### config.mk
export PLATFORM = sky130hd
export DESIGN_NAME = its_stamp_top
export DESIGN_NICKNAME = d
export VERILOG_FILES = /design/src/rtl/its_pkg.sv /design/src/rtl/its_ct_if.sv /design/src/rtl/its_cycle_timer.sv /design/src/rtl/its_stamp_top.sv
export SDC_FILE = /design/constraint.sdc
export NUM_CORES = 1
export LEC_CHECK = 0
export ABC_CLOCK_PERIOD_IN_PS = 9600
export BUFFER_PORTS_ARGS = -buffer_cell sky130_fd_sc_hd__buf_4
export CELL_PAD_IN_SITES_DETAIL_PLACEMENT = 1
export CELL_PAD_IN_SITES_GLOBAL_PLACEMENT = 2
export CORE_AREA = 2 2 185 187
export CTS_BUF_LIST = sky130_fd_sc_hd__clkbuf_16
export CTS_CLUSTER_SIZE = 12
export DETAILED_ROUTE_END_ITERATION = 8
export DIE_AREA = 0 0 187 189
export PLACE_DENSITY = 0.93
export SLEW_MARGIN = 20
export SYNTH_ARGS = -nofsm -noshare
export SYNTH_HDL_FRONTEND = slang
export SYNTH_SLANG_ARGS = --single-unit
### constraint.sdc
create_clock -name mclk -period 9.6 [get_ports mclk]
set_clock_uncertainty 0.05 [all_clocks]
set_input_delay 0.48 -clock mclk [delete_from_list [all_inputs] [get_ports mclk]]
set_output_delay 0.48 -clock mclk [all_outputs]
set_load 0.005 [all_outputs]
### src/rtl/its_pkg.sv
// Shared constants and helpers for the isochronous time stamp unit
package its_pkg;

	// Register byte offsets
	localparam logic [7:0] ITS_OFF_CTRL = 8'h00;
	localparam logic [7:0] ITS_OFF_TX_OFS = 8'h04;
	localparam logic [7:0] ITS_OFF_RX_OFS = 8'h08;
	localparam logic [7:0] ITS_OFF_TX_STAMP = 8'h0c;
	localparam logic [7:0] ITS_OFF_RX_STAMP = 8'h10;
	localparam logic [7:0] ITS_OFF_TIMER = 8'h14;
	localparam logic [7:0] ITS_OFF_STATUS = 8'h18;

	// Control register field positions
	localparam int ITS_CTRL_TX_DV = 0;
	localparam int ITS_CTRL_RX_DV = 1;
	localparam int ITS_CTRL_RX_MPEG = 2;
	localparam int ITS_CTRL_RELEASE = 3;
	localparam int ITS_CTRL_AGE = 4;
	localparam int ITS_CTRL_FULL_ONLY = 5;
	localparam int ITS_CTRL_MASTER = 6;
	localparam int ITS_CTRL_W = 7;

	// Status register field positions
	localparam int ITS_ST_TX_PEND = 0;
	localparam int ITS_ST_RX_ARMED = 1;
	localparam int ITS_ST_MP_HELD = 2;
	localparam int ITS_ST_FSYNC = 3;

	// Reset values
	localparam logic [6:0] ITS_CTRL_RST = 7'h00;
	localparam logic [15:0] ITS_OFS_RST = 16'h0000;

	// Cycle timer limits
	localparam logic [11:0] ITS_CYC_OFS_MOD = 12'hc00;
	localparam logic [11:0] ITS_CYC_OFS_MAX = 12'hbff;
	localparam logic [12:0] ITS_CYC_CNT_MAX = 13'h1f3f;

	// Mode of the held MPEG2 entry
	typedef enum logic [2:0] {
		ITS_MP_IDLE = 3'b001,
		ITS_MP_HOLD = 3'b010,
		ITS_MP_DONE = 3'b100
	} its_mp_state_t;

	// Stamp plus offset with in-cycle wrap and 4-bit cycle carry
	function automatic logic [15:0] its_add_stamp(
		input logic [15:0] a,
		input logic [15:0] b
	);
		logic [15:0] sum;
		logic [11:0] low;
		logic [3:0] high;
		sum = a + b;
		low = sum[11:0];
		high = sum[15:12];
		if (low >= ITS_CYC_OFS_MOD) begin
			high = high + 4'h1;
			low = low - ITS_CYC_OFS_MOD;
		end
		return {high, low};
	endfunction : its_add_stamp

endpackage : its_pkg

### src/rtl/its_ct_if.sv
// Signals between the cycle timer and the stamp logic
`timescale 1ns/10ps
`default_nettype none
interface its_ct_if;
	logic master;          // Device acts as cycle master
	logic tick;            // One count of the cycle offset
	logic rx_start;        // Decoded received cycle start
	logic [24:0] rx_time;  // Time carried by that start
	logic [24:0] now;      // Running cycle count and offset
	logic start;           // New isochronous cycle begins
	logic tx_start;        // Send a cycle start packet

	modport timer (
		input master, tick, rx_start, rx_time,
		output now, start, tx_start
	);
	modport user (
		output master, tick, rx_start, rx_time,
		input now, start, tx_start
	);
endinterface : its_ct_if
`default_nettype wire

### src/rtl/its_cycle_timer.sv
// Cycle timer: count above a modulo-3072 offset
`timescale 1ns/10ps
`default_nettype none
module its_cycle_timer (
	input wire logic mclk,
	input wire logic rst_n,
	its_ct_if.timer ct
);
	logic [11:0] ofs_q;   // Cycle offset
	logic [12:0] cnt_q;   // Cycle count
	logic start_q;        // Wrap seen this cycle
	logic tx_start_q;     // Cycle start packet request

	assign ct.now = {cnt_q, ofs_q};
	assign ct.start = start_q;
	assign ct.tx_start = tx_start_q;

	// Offset and count advance or reload
	always_ff @(posedge mclk) begin
		if (!rst_n) begin
			ofs_q <= 12'h000;
			cnt_q <= 13'h0000;
		end else if (!ct.master && ct.rx_start) begin
			ofs_q <= ct.rx_time[11:0];
			cnt_q <= ct.rx_time[24:12];
		end else if (ct.tick) begin
			if (ofs_q == its_pkg::ITS_CYC_OFS_MAX) begin
				ofs_q <= 12'h000;
				if (cnt_q == its_pkg::ITS_CYC_CNT_MAX) begin
					cnt_q <= 13'h0000;
				end else begin
					cnt_q <= cnt_q + 13'h0001;
				end
			end else begin
				ofs_q <= ofs_q + 12'h001;
			end
		end
	end

	// New cycle marks and the master's start packet
	always_ff @(posedge mclk) begin
		if (!rst_n) begin
			start_q <= 1'b0;
			tx_start_q <= 1'b0;
		end else begin
			start_q <= (ct.tick && ofs_q == its_pkg::ITS_CYC_OFS_MAX)
				|| (!ct.master && ct.rx_start);
			tx_start_q <= ct.master && ct.tick
				&& ofs_q == its_pkg::ITS_CYC_OFS_MAX;
		end
	end
endmodule : its_cycle_timer
`default_nettype wire

### src/rtl/its_stamp_top.sv
// Time stamp unit for DV and MPEG2 isochronous streams
`timescale 1ns/10ps
`default_nettype none
// Notes on behaviour
// - Capture MPEG2 stamp, compare with cycle timer
// - Aging on: drop packets with expired stamps
// - Aging compares stamp plus receive offset
// - Latch cycle timer when frame sync rises
// - Stamp latched plus offset into next frame
// - Sixteen-bit stamp goes into SYT field
// - Low twelve bits in-cycle, top four cycles
// - Select first packet or first full packet
// - Cycle offset wraps at 3072, new cycle
// - Master sends cycle start; else takes received
// - In-cycle below 3072 keeps the sum
// - In-cycle 3072 up: carry, subtract 3072; a sum of 4096 up wraps at 4096 first (0bff plus 0bff gives 17fe)
// - Toggle frame sync out on stamp match
// - Output runs at half the source rate
// - DV data passes at once, no aging
// - DV receive stamp from SYT plus offset
// - MPEG2 held until stamp equals timer
// - Aged when stamp plus offset below time
// - Cycle count wraps to zero after 7999
module its_stamp_top (
	input wire logic mclk,
	input wire logic rst_n,
	// Register port
	input wire logic [7:0] reg_addr,
	input wire logic [31:0] reg_wdata,
	input wire logic reg_wr,
	input wire logic reg_rd,
	output logic [31:0] reg_rdata,
	// Cycle timer sources
	input wire logic cyc_tick,
	input wire logic cyc_rx_start,
	input wire logic [24:0] cyc_rx_time,
	output logic cyc_tx_start,
	// DV transmit
	input wire logic frame_sync_in,
	input wire logic tx_pkt_start,
	input wire logic tx_pkt_sof,
	input wire logic tx_pkt_full,
	output logic tx_syt_insert,
	output logic [15:0] tx_syt,
	// DV receive
	input wire logic rx_dv_valid,
	input wire logic [31:0] rx_dv_data,
	input wire logic rx_syt_valid,
	input wire logic [15:0] rx_syt,
	output logic app_dv_valid,
	output logic [31:0] app_dv_data,
	output logic frame_sync_out,
	// MPEG2 receive
	input wire logic rx_mp_valid,
	input wire logic [15:0] rx_mp_stamp,
	output logic rx_mp_ready,
	output logic app_mp_release,
	output logic app_mp_discard,
	output logic [15:0] app_mp_stamp
);
	// The cycle timer sits in its own module and talks to the
	// stamp logic through one interface. The top keeps plain
	// ports so the packet path and the application see ordinary
	// pins; only the timer bundle travels as an interface.
	its_ct_if ct ();

	logic [its_pkg::ITS_CTRL_W-1:0] ctrl_q;   // Mode control
	logic [15:0] tx_ofs_q;        // Transmit offset
	logic [15:0] rx_ofs_q;        // Receive offset
	logic fs_in_q;                // Previous frame sync level
	logic fs_rise;                // Frame sync went active
	logic [15:0] tx_latch_q;      // Timer at frame sync
	logic [15:0] tx_stamp_q;      // Computed transmit stamp
	logic tx_pend_q;              // Stamp waits for a packet
	logic tx_take;                // Packet takes the stamp
	logic [15:0] rx_stamp_q;      // Adjusted DV receive stamp
	logic rx_armed_q;             // Stamp not yet matched
	logic fs_out_q;               // Frame sync output level
	logic [15:0] now16;           // Timer in stamp form
	its_pkg::its_mp_state_t mp_q; // Held MPEG2 entry state
	logic [15:0] mp_stamp_q;      // Captured MPEG2 stamp
	logic [15:0] mp_aged;         // Stamp plus receive offset
	logic mp_match;               // Stamp equals timer
	logic mp_expired;             // Stamp has run out
	logic rel_q;                  // Release pulse
	logic dis_q;                  // Discard pulse
	logic [31:0] rdata_q;         // Read data register

	// Cycle timer in its own module
	assign ct.master = ctrl_q[its_pkg::ITS_CTRL_MASTER];
	assign ct.tick = cyc_tick;
	assign ct.rx_start = cyc_rx_start;
	assign ct.rx_time = cyc_rx_time;
	assign cyc_tx_start = ct.tx_start;

	its_cycle_timer u_timer (
		.mclk(mclk),
		.rst_n(rst_n),
		.ct(ct.timer)
	);

	// Stamps carry only the low four bits of the cycle count, so
	// every compare below works on this sixteen-bit view. A match
	// repeats every sixteen cycles; a stamp must be armed within
	// that span of its due time or it matches on a wrong lap.
	// Four-bit cycle part above the offset
	assign now16 = {ct.now[15:12], ct.now[11:0]};

	// Writes land at the strobe edge and show the next cycle.
	// Writes to the stamp, timer and status words are dropped
	// so software cannot disturb running state.
	// Control and offset registers
	always_ff @(posedge mclk) begin
		if (!rst_n) begin
			ctrl_q <= its_pkg::ITS_CTRL_RST;
			tx_ofs_q <= its_pkg::ITS_OFS_RST;
			rx_ofs_q <= its_pkg::ITS_OFS_RST;
		end else if (reg_wr) begin
			unique case (reg_addr)
				its_pkg::ITS_OFF_CTRL: begin
					ctrl_q <= reg_wdata[its_pkg::ITS_CTRL_W-1:0];
				end
				its_pkg::ITS_OFF_TX_OFS: begin
					tx_ofs_q <= reg_wdata[15:0];
				end
				its_pkg::ITS_OFF_RX_OFS: begin
					rx_ofs_q <= reg_wdata[15:0];
				end
				default: begin
					// Read-only or unmapped: write ignored
				end
			endcase
		end
	end

	// The read word is cleared when no read is strobed, so a
	// master that samples late sees zero rather than stale data.
	// Read data, valid the cycle after the strobe
	always_ff @(posedge mclk) begin
		if (!rst_n) begin
			rdata_q <= 32'h00000000;
		end else if (reg_rd) begin
			unique case (reg_addr)
				its_pkg::ITS_OFF_CTRL: begin
					rdata_q <= {25'h0000000, ctrl_q};
				end
				its_pkg::ITS_OFF_TX_OFS: begin
					rdata_q <= {16'h0000, tx_ofs_q};
				end
				its_pkg::ITS_OFF_RX_OFS: begin
					rdata_q <= {16'h0000, rx_ofs_q};
				end
				its_pkg::ITS_OFF_TX_STAMP: begin
					rdata_q <= {16'h0000, tx_stamp_q};
				end
				its_pkg::ITS_OFF_RX_STAMP: begin
					rdata_q <= {16'h0000, rx_stamp_q};
				end
				its_pkg::ITS_OFF_TIMER: begin
					rdata_q <= {7'h00, ct.now};
				end
				its_pkg::ITS_OFF_STATUS: begin
					rdata_q <= {28'h0000000, fs_out_q,
						mp_q == its_pkg::ITS_MP_HOLD, rx_armed_q, tx_pend_q};
				end
				default: begin
					rdata_q <= 32'h00000000;   // Unmapped reads zero
				end
			endcase
		end else begin
			rdata_q <= 32'h00000000;
		end
	end
	assign reg_rdata = rdata_q;

	// The previous level resets low, the idle level of the pin,
	// so no false edge follows reset. The input is already in
	// the mclk domain, so no synchroniser is added here.
	// Frame sync edge detect; input is synchronous to mclk
	always_ff @(posedge mclk) begin
		if (!rst_n) begin
			fs_in_q <= 1'b0;
		end else begin
			fs_in_q <= frame_sync_in;
		end
	end
	assign fs_rise = frame_sync_in && !fs_in_q
		&& ctrl_q[its_pkg::ITS_CTRL_TX_DV];

	// The sum is recomputed every cycle from the latched value,
	// so it is ready two cycles after the edge. A packet taking
	// the stamp sooner than that would carry the old sum; the
	// packet path must leave that gap after a frame sync.
	// Latch the timer at frame sync, compute the stamp after
	always_ff @(posedge mclk) begin
		if (!rst_n) begin
			tx_latch_q <= 16'h0000;
			tx_stamp_q <= 16'h0000;
		end else begin
			if (fs_rise) begin
				tx_latch_q <= now16;
			end
			// Sum wraps in-cycle at 3072, or at 4096 first once it reaches 4096; cycle part mod 16
			tx_stamp_q <= its_pkg::its_add_stamp(tx_latch_q,
				tx_ofs_q);
		end
	end

	// With the full-only choice an empty start-of-frame packet
	// passes unstamped; the stamp waits for a full one.
	// Start-of-frame packet takes the stamp per selection
	assign tx_take = tx_pend_q && tx_pkt_start && tx_pkt_sof
		&& (tx_pkt_full
		|| !ctrl_q[its_pkg::ITS_CTRL_FULL_ONLY]);

	// If a frame sync and a qualifying packet meet in one cycle,
	// the packet carries the previous stamp and the flag stays
	// set, so the next start-of-frame packet gets the fresh one.
	// Pending flag; a new frame sync wins over the take
	always_ff @(posedge mclk) begin
		if (!rst_n) begin
			tx_pend_q <= 1'b0;
		end else if (fs_rise) begin
			tx_pend_q <= 1'b1;
		end else if (tx_take) begin
			tx_pend_q <= 1'b0;
		end
	end

	// Stamp handed to the packet path for the SYT field
	always_ff @(posedge mclk) begin
		if (!rst_n) begin
			tx_syt_insert <= 1'b0;
			tx_syt <= 16'h0000;
		end else begin
			tx_syt_insert <= tx_take;
			if (tx_take) begin
				tx_syt <= tx_stamp_q;
			end
		end
	end

	// Received DV words are never held against a stamp; they
	// pass through one register stage whether or not a stamp
	// is armed.
	// DV receive data goes straight to the application
	always_ff @(posedge mclk) begin
		if (!rst_n) begin
			app_dv_valid <= 1'b0;
			app_dv_data <= 32'h00000000;
		end else begin
			app_dv_valid <= rx_dv_valid
				&& ctrl_q[its_pkg::ITS_CTRL_RX_DV];
			if (rx_dv_valid) begin
				app_dv_data <= rx_dv_data;
			end
		end
	end

	// A new stamp that arrives in the cycle of a match replaces
	// the old one and stays armed; the toggle is then skipped so
	// the output never moves for a stamp already superseded.
	// DV receive stamp plus offset, armed until matched
	always_ff @(posedge mclk) begin
		if (!rst_n) begin
			rx_stamp_q <= 16'h0000;
			rx_armed_q <= 1'b0;
		end else if (rx_syt_valid && ctrl_q[its_pkg::ITS_CTRL_RX_DV]) begin
			rx_stamp_q <= its_pkg::its_add_stamp(rx_syt,
				rx_ofs_q);
			rx_armed_q <= 1'b1;
		end else if (rx_armed_q && rx_stamp_q == now16) begin
			rx_armed_q <= 1'b0;
		end
	end

	// Each armed stamp toggles the output once; a frame-rate
	// source therefore yields a square wave at half its rate.
	// Toggle, not pulse, so output runs at half rate
	always_ff @(posedge mclk) begin
		if (!rst_n) begin
			fs_out_q <= 1'b0;
		end else if (rx_armed_q && rx_stamp_q == now16
			&& !rx_syt_valid) begin
			fs_out_q <= !fs_out_q;
		end
	end
	assign frame_sync_out = fs_out_q;

	// Aging uses a plain unsigned compare on the sixteen-bit
	// stamp form. Near the sixteen-cycle lap a valid packet can
	// look expired; the receive offset should keep stamps well
	// clear of that edge.
	// MPEG2 stamp tests against the running timer
	assign mp_aged = its_pkg::its_add_stamp(mp_stamp_q,
		rx_ofs_q);
	assign mp_match = mp_stamp_q == now16;
	assign mp_expired = mp_aged < now16;
	assign rx_mp_ready = mp_q == its_pkg::ITS_MP_IDLE;

	// Only one packet is held at a time. Aging is tested before
	// release, so a stamp both due and expired is dropped. The
	// done state gives the application one quiet cycle before
	// the next packet may be taken.
	// Held entry: capture, release on match, drop on expiry
	always_ff @(posedge mclk) begin
		if (!rst_n) begin
			mp_q <= its_pkg::ITS_MP_IDLE;
			mp_stamp_q <= 16'h0000;
			rel_q <= 1'b0;
			dis_q <= 1'b0;
		end else begin
			rel_q <= 1'b0;
			dis_q <= 1'b0;
			unique case (mp_q)
				its_pkg::ITS_MP_IDLE: begin
					if (rx_mp_valid && ctrl_q[its_pkg::ITS_CTRL_RX_MPEG]) begin
						mp_stamp_q <= rx_mp_stamp;
						mp_q <= its_pkg::ITS_MP_HOLD;
					end
				end
				its_pkg::ITS_MP_HOLD: begin
					if (ctrl_q[its_pkg::ITS_CTRL_AGE] && mp_expired) begin
						dis_q <= 1'b1;
						mp_q <= its_pkg::ITS_MP_DONE;
					end else if (!ctrl_q[its_pkg::ITS_CTRL_RELEASE]
						|| mp_match) begin
						rel_q <= 1'b1;
						mp_q <= its_pkg::ITS_MP_DONE;
					end
				end
				its_pkg::ITS_MP_DONE: begin
					mp_q <= its_pkg::ITS_MP_IDLE;     // One idle cycle
				end
				default: begin
					mp_q <= its_pkg::ITS_MP_IDLE;
				end
			endcase
		end
	end
	// Outcome pulses and the held stamp come straight from flops
	// so the application samples clean, glitch-free levels.
	assign app_mp_release = rel_q;
	assign app_mp_discard = dis_q;
	assign app_mp_stamp = mp_stamp_q;

endmodule : its_stamp_top
`default_nettype wire

==> results of run 1 <==
[worst paths after layout]
check,startpoint,endpoint,slack (ns),depth (start not counted)
worst min register to register,tx_syt[2],tx_syt[2],0.40,2
worst max register to register,rx_ofs_q[6],mp_q[1],5.11,15
worst max-delay path,rx_ofs_q[6],mp_q[1],5.11,15
worst min-delay path,frame_sync_in,fs_in_q,0.15,2
[registers in the layout, indices dropped and copies added (netlist names), 3 cells and up]
| register | flops |
|---|---|
| ctrl_q | 7 |
| u_timer.ofs_q | 12 |
| u_timer.cnt_q | 13 |
| mp_q | 3 |
| tx_latch_q | 16 |
| tx_syt | 16 |
| rx_ofs_q | 16 |
| tx_ofs_q | 16 |
| tx_stamp_q | 16 |
| rx_stamp_q | 16 |
| reg_rdata | 25 |
| app_mp_stamp | 16 |
| app_dv_data | 32 |
[kinds of logic after synthesis]
family,Yosys count,share of synthesized area
adders and majority gates,71,0.08112
DFF,213,0.3798
xor gates and xnor gates,90,0.07020
AOI/OAI and AO/OA,335,0.1882
muxes,44,0.03989
buffers and inverters,125,0.04747
and+or+nand+nor,478,0.1930
other,1,0.0003340
[metrics by stage]
step	hold slack, ns	util	worst slack [ns]	power (mW)
2_1_floorplan	0.3812	-	5.701	1.019
3_3_place_gp	0.3957	0.3945	5.320	1.101
3_5_place_dp	0.4002	0.3945	5.258	1.107
4_1_cts	0.1230	0.4161	5.211	1.960
5_1_grt	0.1403	0.4161	4.777	2.012
6_report	0.1474	0.4161	5.108	1.937
[cell usage after synthesis (all sizes together) (11+ instances only)]
cell    count  share of area
nand2     221          0.074
o21ai      36          0.016
buf        24          0.014
a22oi      33          0.022
mux2i      38          0.034
a21o       19          0.013
a31oi      18          0.010
and3       14         0.0078
dfxtp     213           0.38
nand3      30          0.013
xnor2      48          0.037
clkbuf     65          0.022
nor2b      11         0.0061
and2       15         0.0084
nor3b      12         0.0090
a21oi     144          0.064
nor3       17         0.0076
ha         68          0.076
a211oi     15          0.010
inv        36          0.012
nand4      15         0.0084
nor2      105          0.035
xor2       42          0.033
[power groups by stage]
| stage | clock network [mW] | registers [mW] | logic [mW] |
|---|---|---|---|
| floorplan | 0 | 0.928 | 0.0916 |
| global placement | 0 | 0.943 | 0.159 |
| detailed placement | 0 | 0.943 | 0.163 |
| CTS | 0.872 | 0.924 | 0.164 |
| global route | 0.907 | 0.926 | 0.179 |
| finish | 0.849 | 0.924 | 0.164 |
[per-layer routing]
metal | up-vias | wire (um) | track usage
met2 | 355 | 18560 | 0.3749
met4 | 0 | 1049 | 0.06471
li1 | 5110 | - | -
met1 | 5139 | 17420 | 0.2794
met3 | 55 | 2502 | 0.03596
met5 | - | 0 | 0
[area by class of cell]
type,instances,area [um^2]
Fill cell,4016,19430
Multi-Input combinational cell,1025,6456
Sequential cell,213,4264
Timing Repair Buffer,228,1712
Clock buffer,25,625.6
Tap cell,448,560.5
Inverter,36,137.6
Clock inverter,20,92.59
[worst max-delay path: stages (launching register included)]
cell	delay, ns
dfxtp_1	0.46
ha_1	0.34
a2111oi_0	0.42
o21ai_0	0.26
a41oi_1	0.41
o21a_1	0.20
nor2b_1	0.06
nor2_1	0.11
xnor2_1	0.16
ha_1	0.34
mux2_2	0.37
ha_1	0.20
a2111o_1	0.39
a31oi_1	0.15
o31ai_1	0.15
a32o_1	0.27
==> flow_metrics.tcl, run 1 <==
set metrics [dict create \
    hold_viol_final 0 \
    ys.flop_type "dfxtp_1" \
    maxSlewViolCount 0 \
    synth.avg_cell_area_um2 8.274 \
    power_leakage_nw 5.875 \
    rsz0062_at_grt "false" \
    overflow 0 \
    ys_types 66 \
    cts_made_buffers 25 \
    switching_share 0.2512 \
    dpl.hpwl_um 30510 \
    ir_drop_uv 109.1 \
    gp_congestion 0.8937 \
    worst_hold_path_type "in -> reg" \
    place_inst 1950 \
    synth-edff-count 0 \
    crit_required_ns 9.95 \
    core_region_area_mm2 0.03328 \
    synth_seq_cells 213 \
    postRouteAntennaNets 0 \
    p_clk_frac 0.438 \
    path_clk_slew_ns 0.06 \
    dpl-instance-area_mm2 0.01313 \
    grt_max_degree 98 \
    ys_warn_count 0 \
    fin_nets 1742 \
    drive_gt1_frac 0.1758 \
    syn-instance-count 1357 \
    fmax_mhz 222.6 \
    diodes 0 \
    die_x_um 187 \
    p_comb_frac 0.084 \
    final_cells 1995 \
    internal_power_mw 1.451 \
    grt_pass1_vias 10890 \
    p_switching_mw 0.4866 \
    drc 0 \
    worst-setup-path-type "reg -> reg" \
    crit_fanout 6 \
    final_cell_area_mm2 0.01385 \
    p_per_area_mw_per_mm2 139.9 \
    num_rows 67 \
    cts_max_level 1 \
    drt_iter0_drc 584 \
    seqPwrFrac 0.477 \
    cp-end-kind "flop" \
    async_reset_ff_frac 0 \
    grt_pass1_wl_um 61280 \
    start_kind "flop" \
    syn_area_mm2 0.01123 \
    antenna_found_initial 0 \
    status "finished, final reports clean" \
    finalSetupViolCount 0 \
    cts-resized-gates 0 \
    die_h_um 189 \
    cts_sinks 213 \
    via_count 10660 \
    clk_path_buf_depth 3 \
    wl_um 39530 \
    maxSlewHeadroom 0.2488 \
    design.die.area_mm2 0.03534 \
    tritoncts "done" \
    wl_per_cell_um 19.82 \
    arrival_ns 4.84 \
    drv_cap 0 \
    start_util 0.3374 \
    via_per_inst 5.343 \
    insertion_delay_ns 0.53 \
    period_share 0.4679 \
    io_pins 245 \
    fin_tns_setup_ns 0 \
    tightest_slew_ns 1.127 \
    syn_to_final_growth_pct 23.33 \
    root_buffer "clkbuf_16" \
    cts_setup_buffers 0 \
    final_cell_mix "228 x buf_4, 220 x nand2_1, 213 x dfxtp_1, 144 x a21oi_1, 104 x nor2_1" \
    track_usage 0.2176 \
    seq_area_frac_synth 0.3798 \
    port_buffers 221 \
    fin_crit_ns 4.492 \
    cts-hold-fix-buffers 0 \
    mostFrequentLayoutCell "buf_4" \
    drtPass1Iterations 5 \
]
Note: power is estimated with default switching activity, not from simulation.
==> inputs of run 2 (changes only) <==
Settings changed: ABC_CLOCK_PERIOD_IN_PS 9600 to 4600, CORE_AREA 2 2 185 187 to 2 2 191 193, DIE_AREA 0 0 187 189 to 0 0 193 195, PLACE_DENSITY 0.93 to 0.89.
Clock period 9.6 ns to 4.6 ns, I/O delays scaled along.
==> flow_metrics.tcl, run 2 (same netlist as run 1, synthesis figures left out) <==
set metrics [dict create \
    crit_required_ns 4.99 \
    grt_max_degree 98 \
    start_util 0.3172 \
    fin_crit_ns 4.246 \
    fmax_mhz 235.5 \
    via_per_inst 5.223 \
    grt_pass1_vias 11340 \
    largest_reg_flops 32 \
    io_pins 245 \
    num_rows 69 \
    die_x_um 193 \
    worst_slack_ns 0.3536 \
    fin_tns_setup_ns 0 \
    wl_um 42050 \
    diodes 0 \
    pre_cts_slack_ns 0.2995 \
    ir_drop_uv 244.1 \
    gp_congestion 0.9010 \
    rsz0062_at_grt "false" \
    antenna_found_initial 0 \
    tritoncts "done" \
    path_clk_slew_ns 0.06 \
    core_region_area_mm2 0.03540 \
    cts_made_buffers 25 \
    drtPass1Iterations 5 \
    design.die.area_mm2 0.03764 \
    worst_hold_path_type "in -> reg" \
    period_share 0.9231 \
    insertion_delay_ns 0.55 \
    mostFrequentLayoutCell "buf_4" \
    crit_fanout 6 \
    hold_viol_final 0 \
    dpl.hpwl_um 31200 \
    final_cell_mix "230 x buf_4, 220 x nand2_1, 213 x dfxtp_1, 144 x a21oi_1, 104 x nor2_1" \
    largest_register "app_dv_data" \
    wl_per_cell_um 20.04 \
    grt_pass1_wl_um 63510 \
    track_usage 0.2162 \
    fin_nets 1832 \
    tightest_slew_ns 0.8790 \
    syn_to_final_growth_pct 32.65 \
    p_per_area_mw_per_mm2 294.2 \
    cts_sinks 213 \
    drive_gt1_frac 0.1717 \
    start_kind "flop" \
    arrival_ns 4.63 \
    drv_cap 0 \
    status "finished, final reports clean" \
    finalSetupViolCount 0 \
    drc 0 \
    port_buffers 221 \
    clk_path_buf_depth 3 \
    overflow 0 \
    cts_max_level 1 \
    power_leakage_nw 6.317 \
    cp-end-kind "flop" \
    drt_iter0_drc 628 \
    maxSlewHeadroom 0.4123 \
    maxSlewViolCount 0 \
    postRouteAntennaNets 0 \
    worst-setup-path-type "reg -> reg" \
    die_h_um 195 \
    root_buffer "clkbuf_16" \
    via_count 10960 \
]
## run 2: what timing repair did
item | in CTS | in global routing
gates resized for setup | 0 | 1
buffers inserted | 0 | 0
hold buffers | 87 | 0
endpoints found under the hold margin | 109 | 0
endpoints found under the setup margin | 0 | 2
## run 2: through the flow
step / hold slack (ns) / utilization / area (um^2) / power, mW / instances
4_1_cts: 0.02270 / 0.4206 / 14890 / 4.428 / 2098
6_report: 0.02683 / 0.4208 / 14890 / 4.381 / 2098
5_1_grt: 0.03760 / 0.4208 / 14890 / 4.557 / 2098
3_3_place_gp: 0.3965 / 0.3724 / 13180 / 2.307 / 1966
2_1_floorplan: 0.3017 / - / 11250 / 2.127 / 1363
3_5_place_dp: 0.4003 / 0.3724 / 13180 / 2.318 / 1966
## run 2: layout make-up
cell class,count,area [um^2]
tap,461,576.8
fill,4165,20500
inverter,36,137.6
timing repair buffer,318,2618
clock inverter,20,209.0
sequential,213,4264
clock buffer,25,625.6
multi-input combinational,1025,6464
## run 2: routing by layer
metal | global-route usage | part of all wire
met4 | 0.06397 | 0.031
met5 | 0 | 0
met1 | 0.2806 | 0.45
met2 | 0.3706 | 0.47
met3 | 0.02983 | 0.055
## run 2: critical path, stage by stage (launching register included)
cell,delay [ns]
dfxtp_1,0.40
ha_1,0.22
inv_1,0.06
fa_1,0.41
nor2b_1,0.19
o31a_1,0.22
o21ai_0,0.16
o211ai_1,0.30
xor2_1,0.26
ha_1,0.34
mux2_2,0.37
ha_1,0.21
a2111o_1,0.38
a31oi_1,0.15
o31ai_1,0.16
a32o_1,0.27
## run 2: power by group
part / switching, mW / total (mW) / internal [mW]
Clock: 0.824 / 2.04 / 1.21
Sequential: 0.0536 / 1.93 / 1.88
Combinational: 0.194 / 0.412 / 0.218
## run 2: worst paths after layout
| kind | slack, ns | end | startpoint | cells after the start |
|---|---|---|---|---|
| worst max register to register | 0.35 | mp_q[1] | app_mp_stamp[0] | 15 |
| worst min-delay path | 0.03 | mp_q[0] | rst_n | 2 |
| worst min register to register | 0.40 | tx_syt[11] | tx_syt[11] | 2 |
| worst max-delay path | 0.35 | mp_q[1] | app_mp_stamp[0] | 15 |
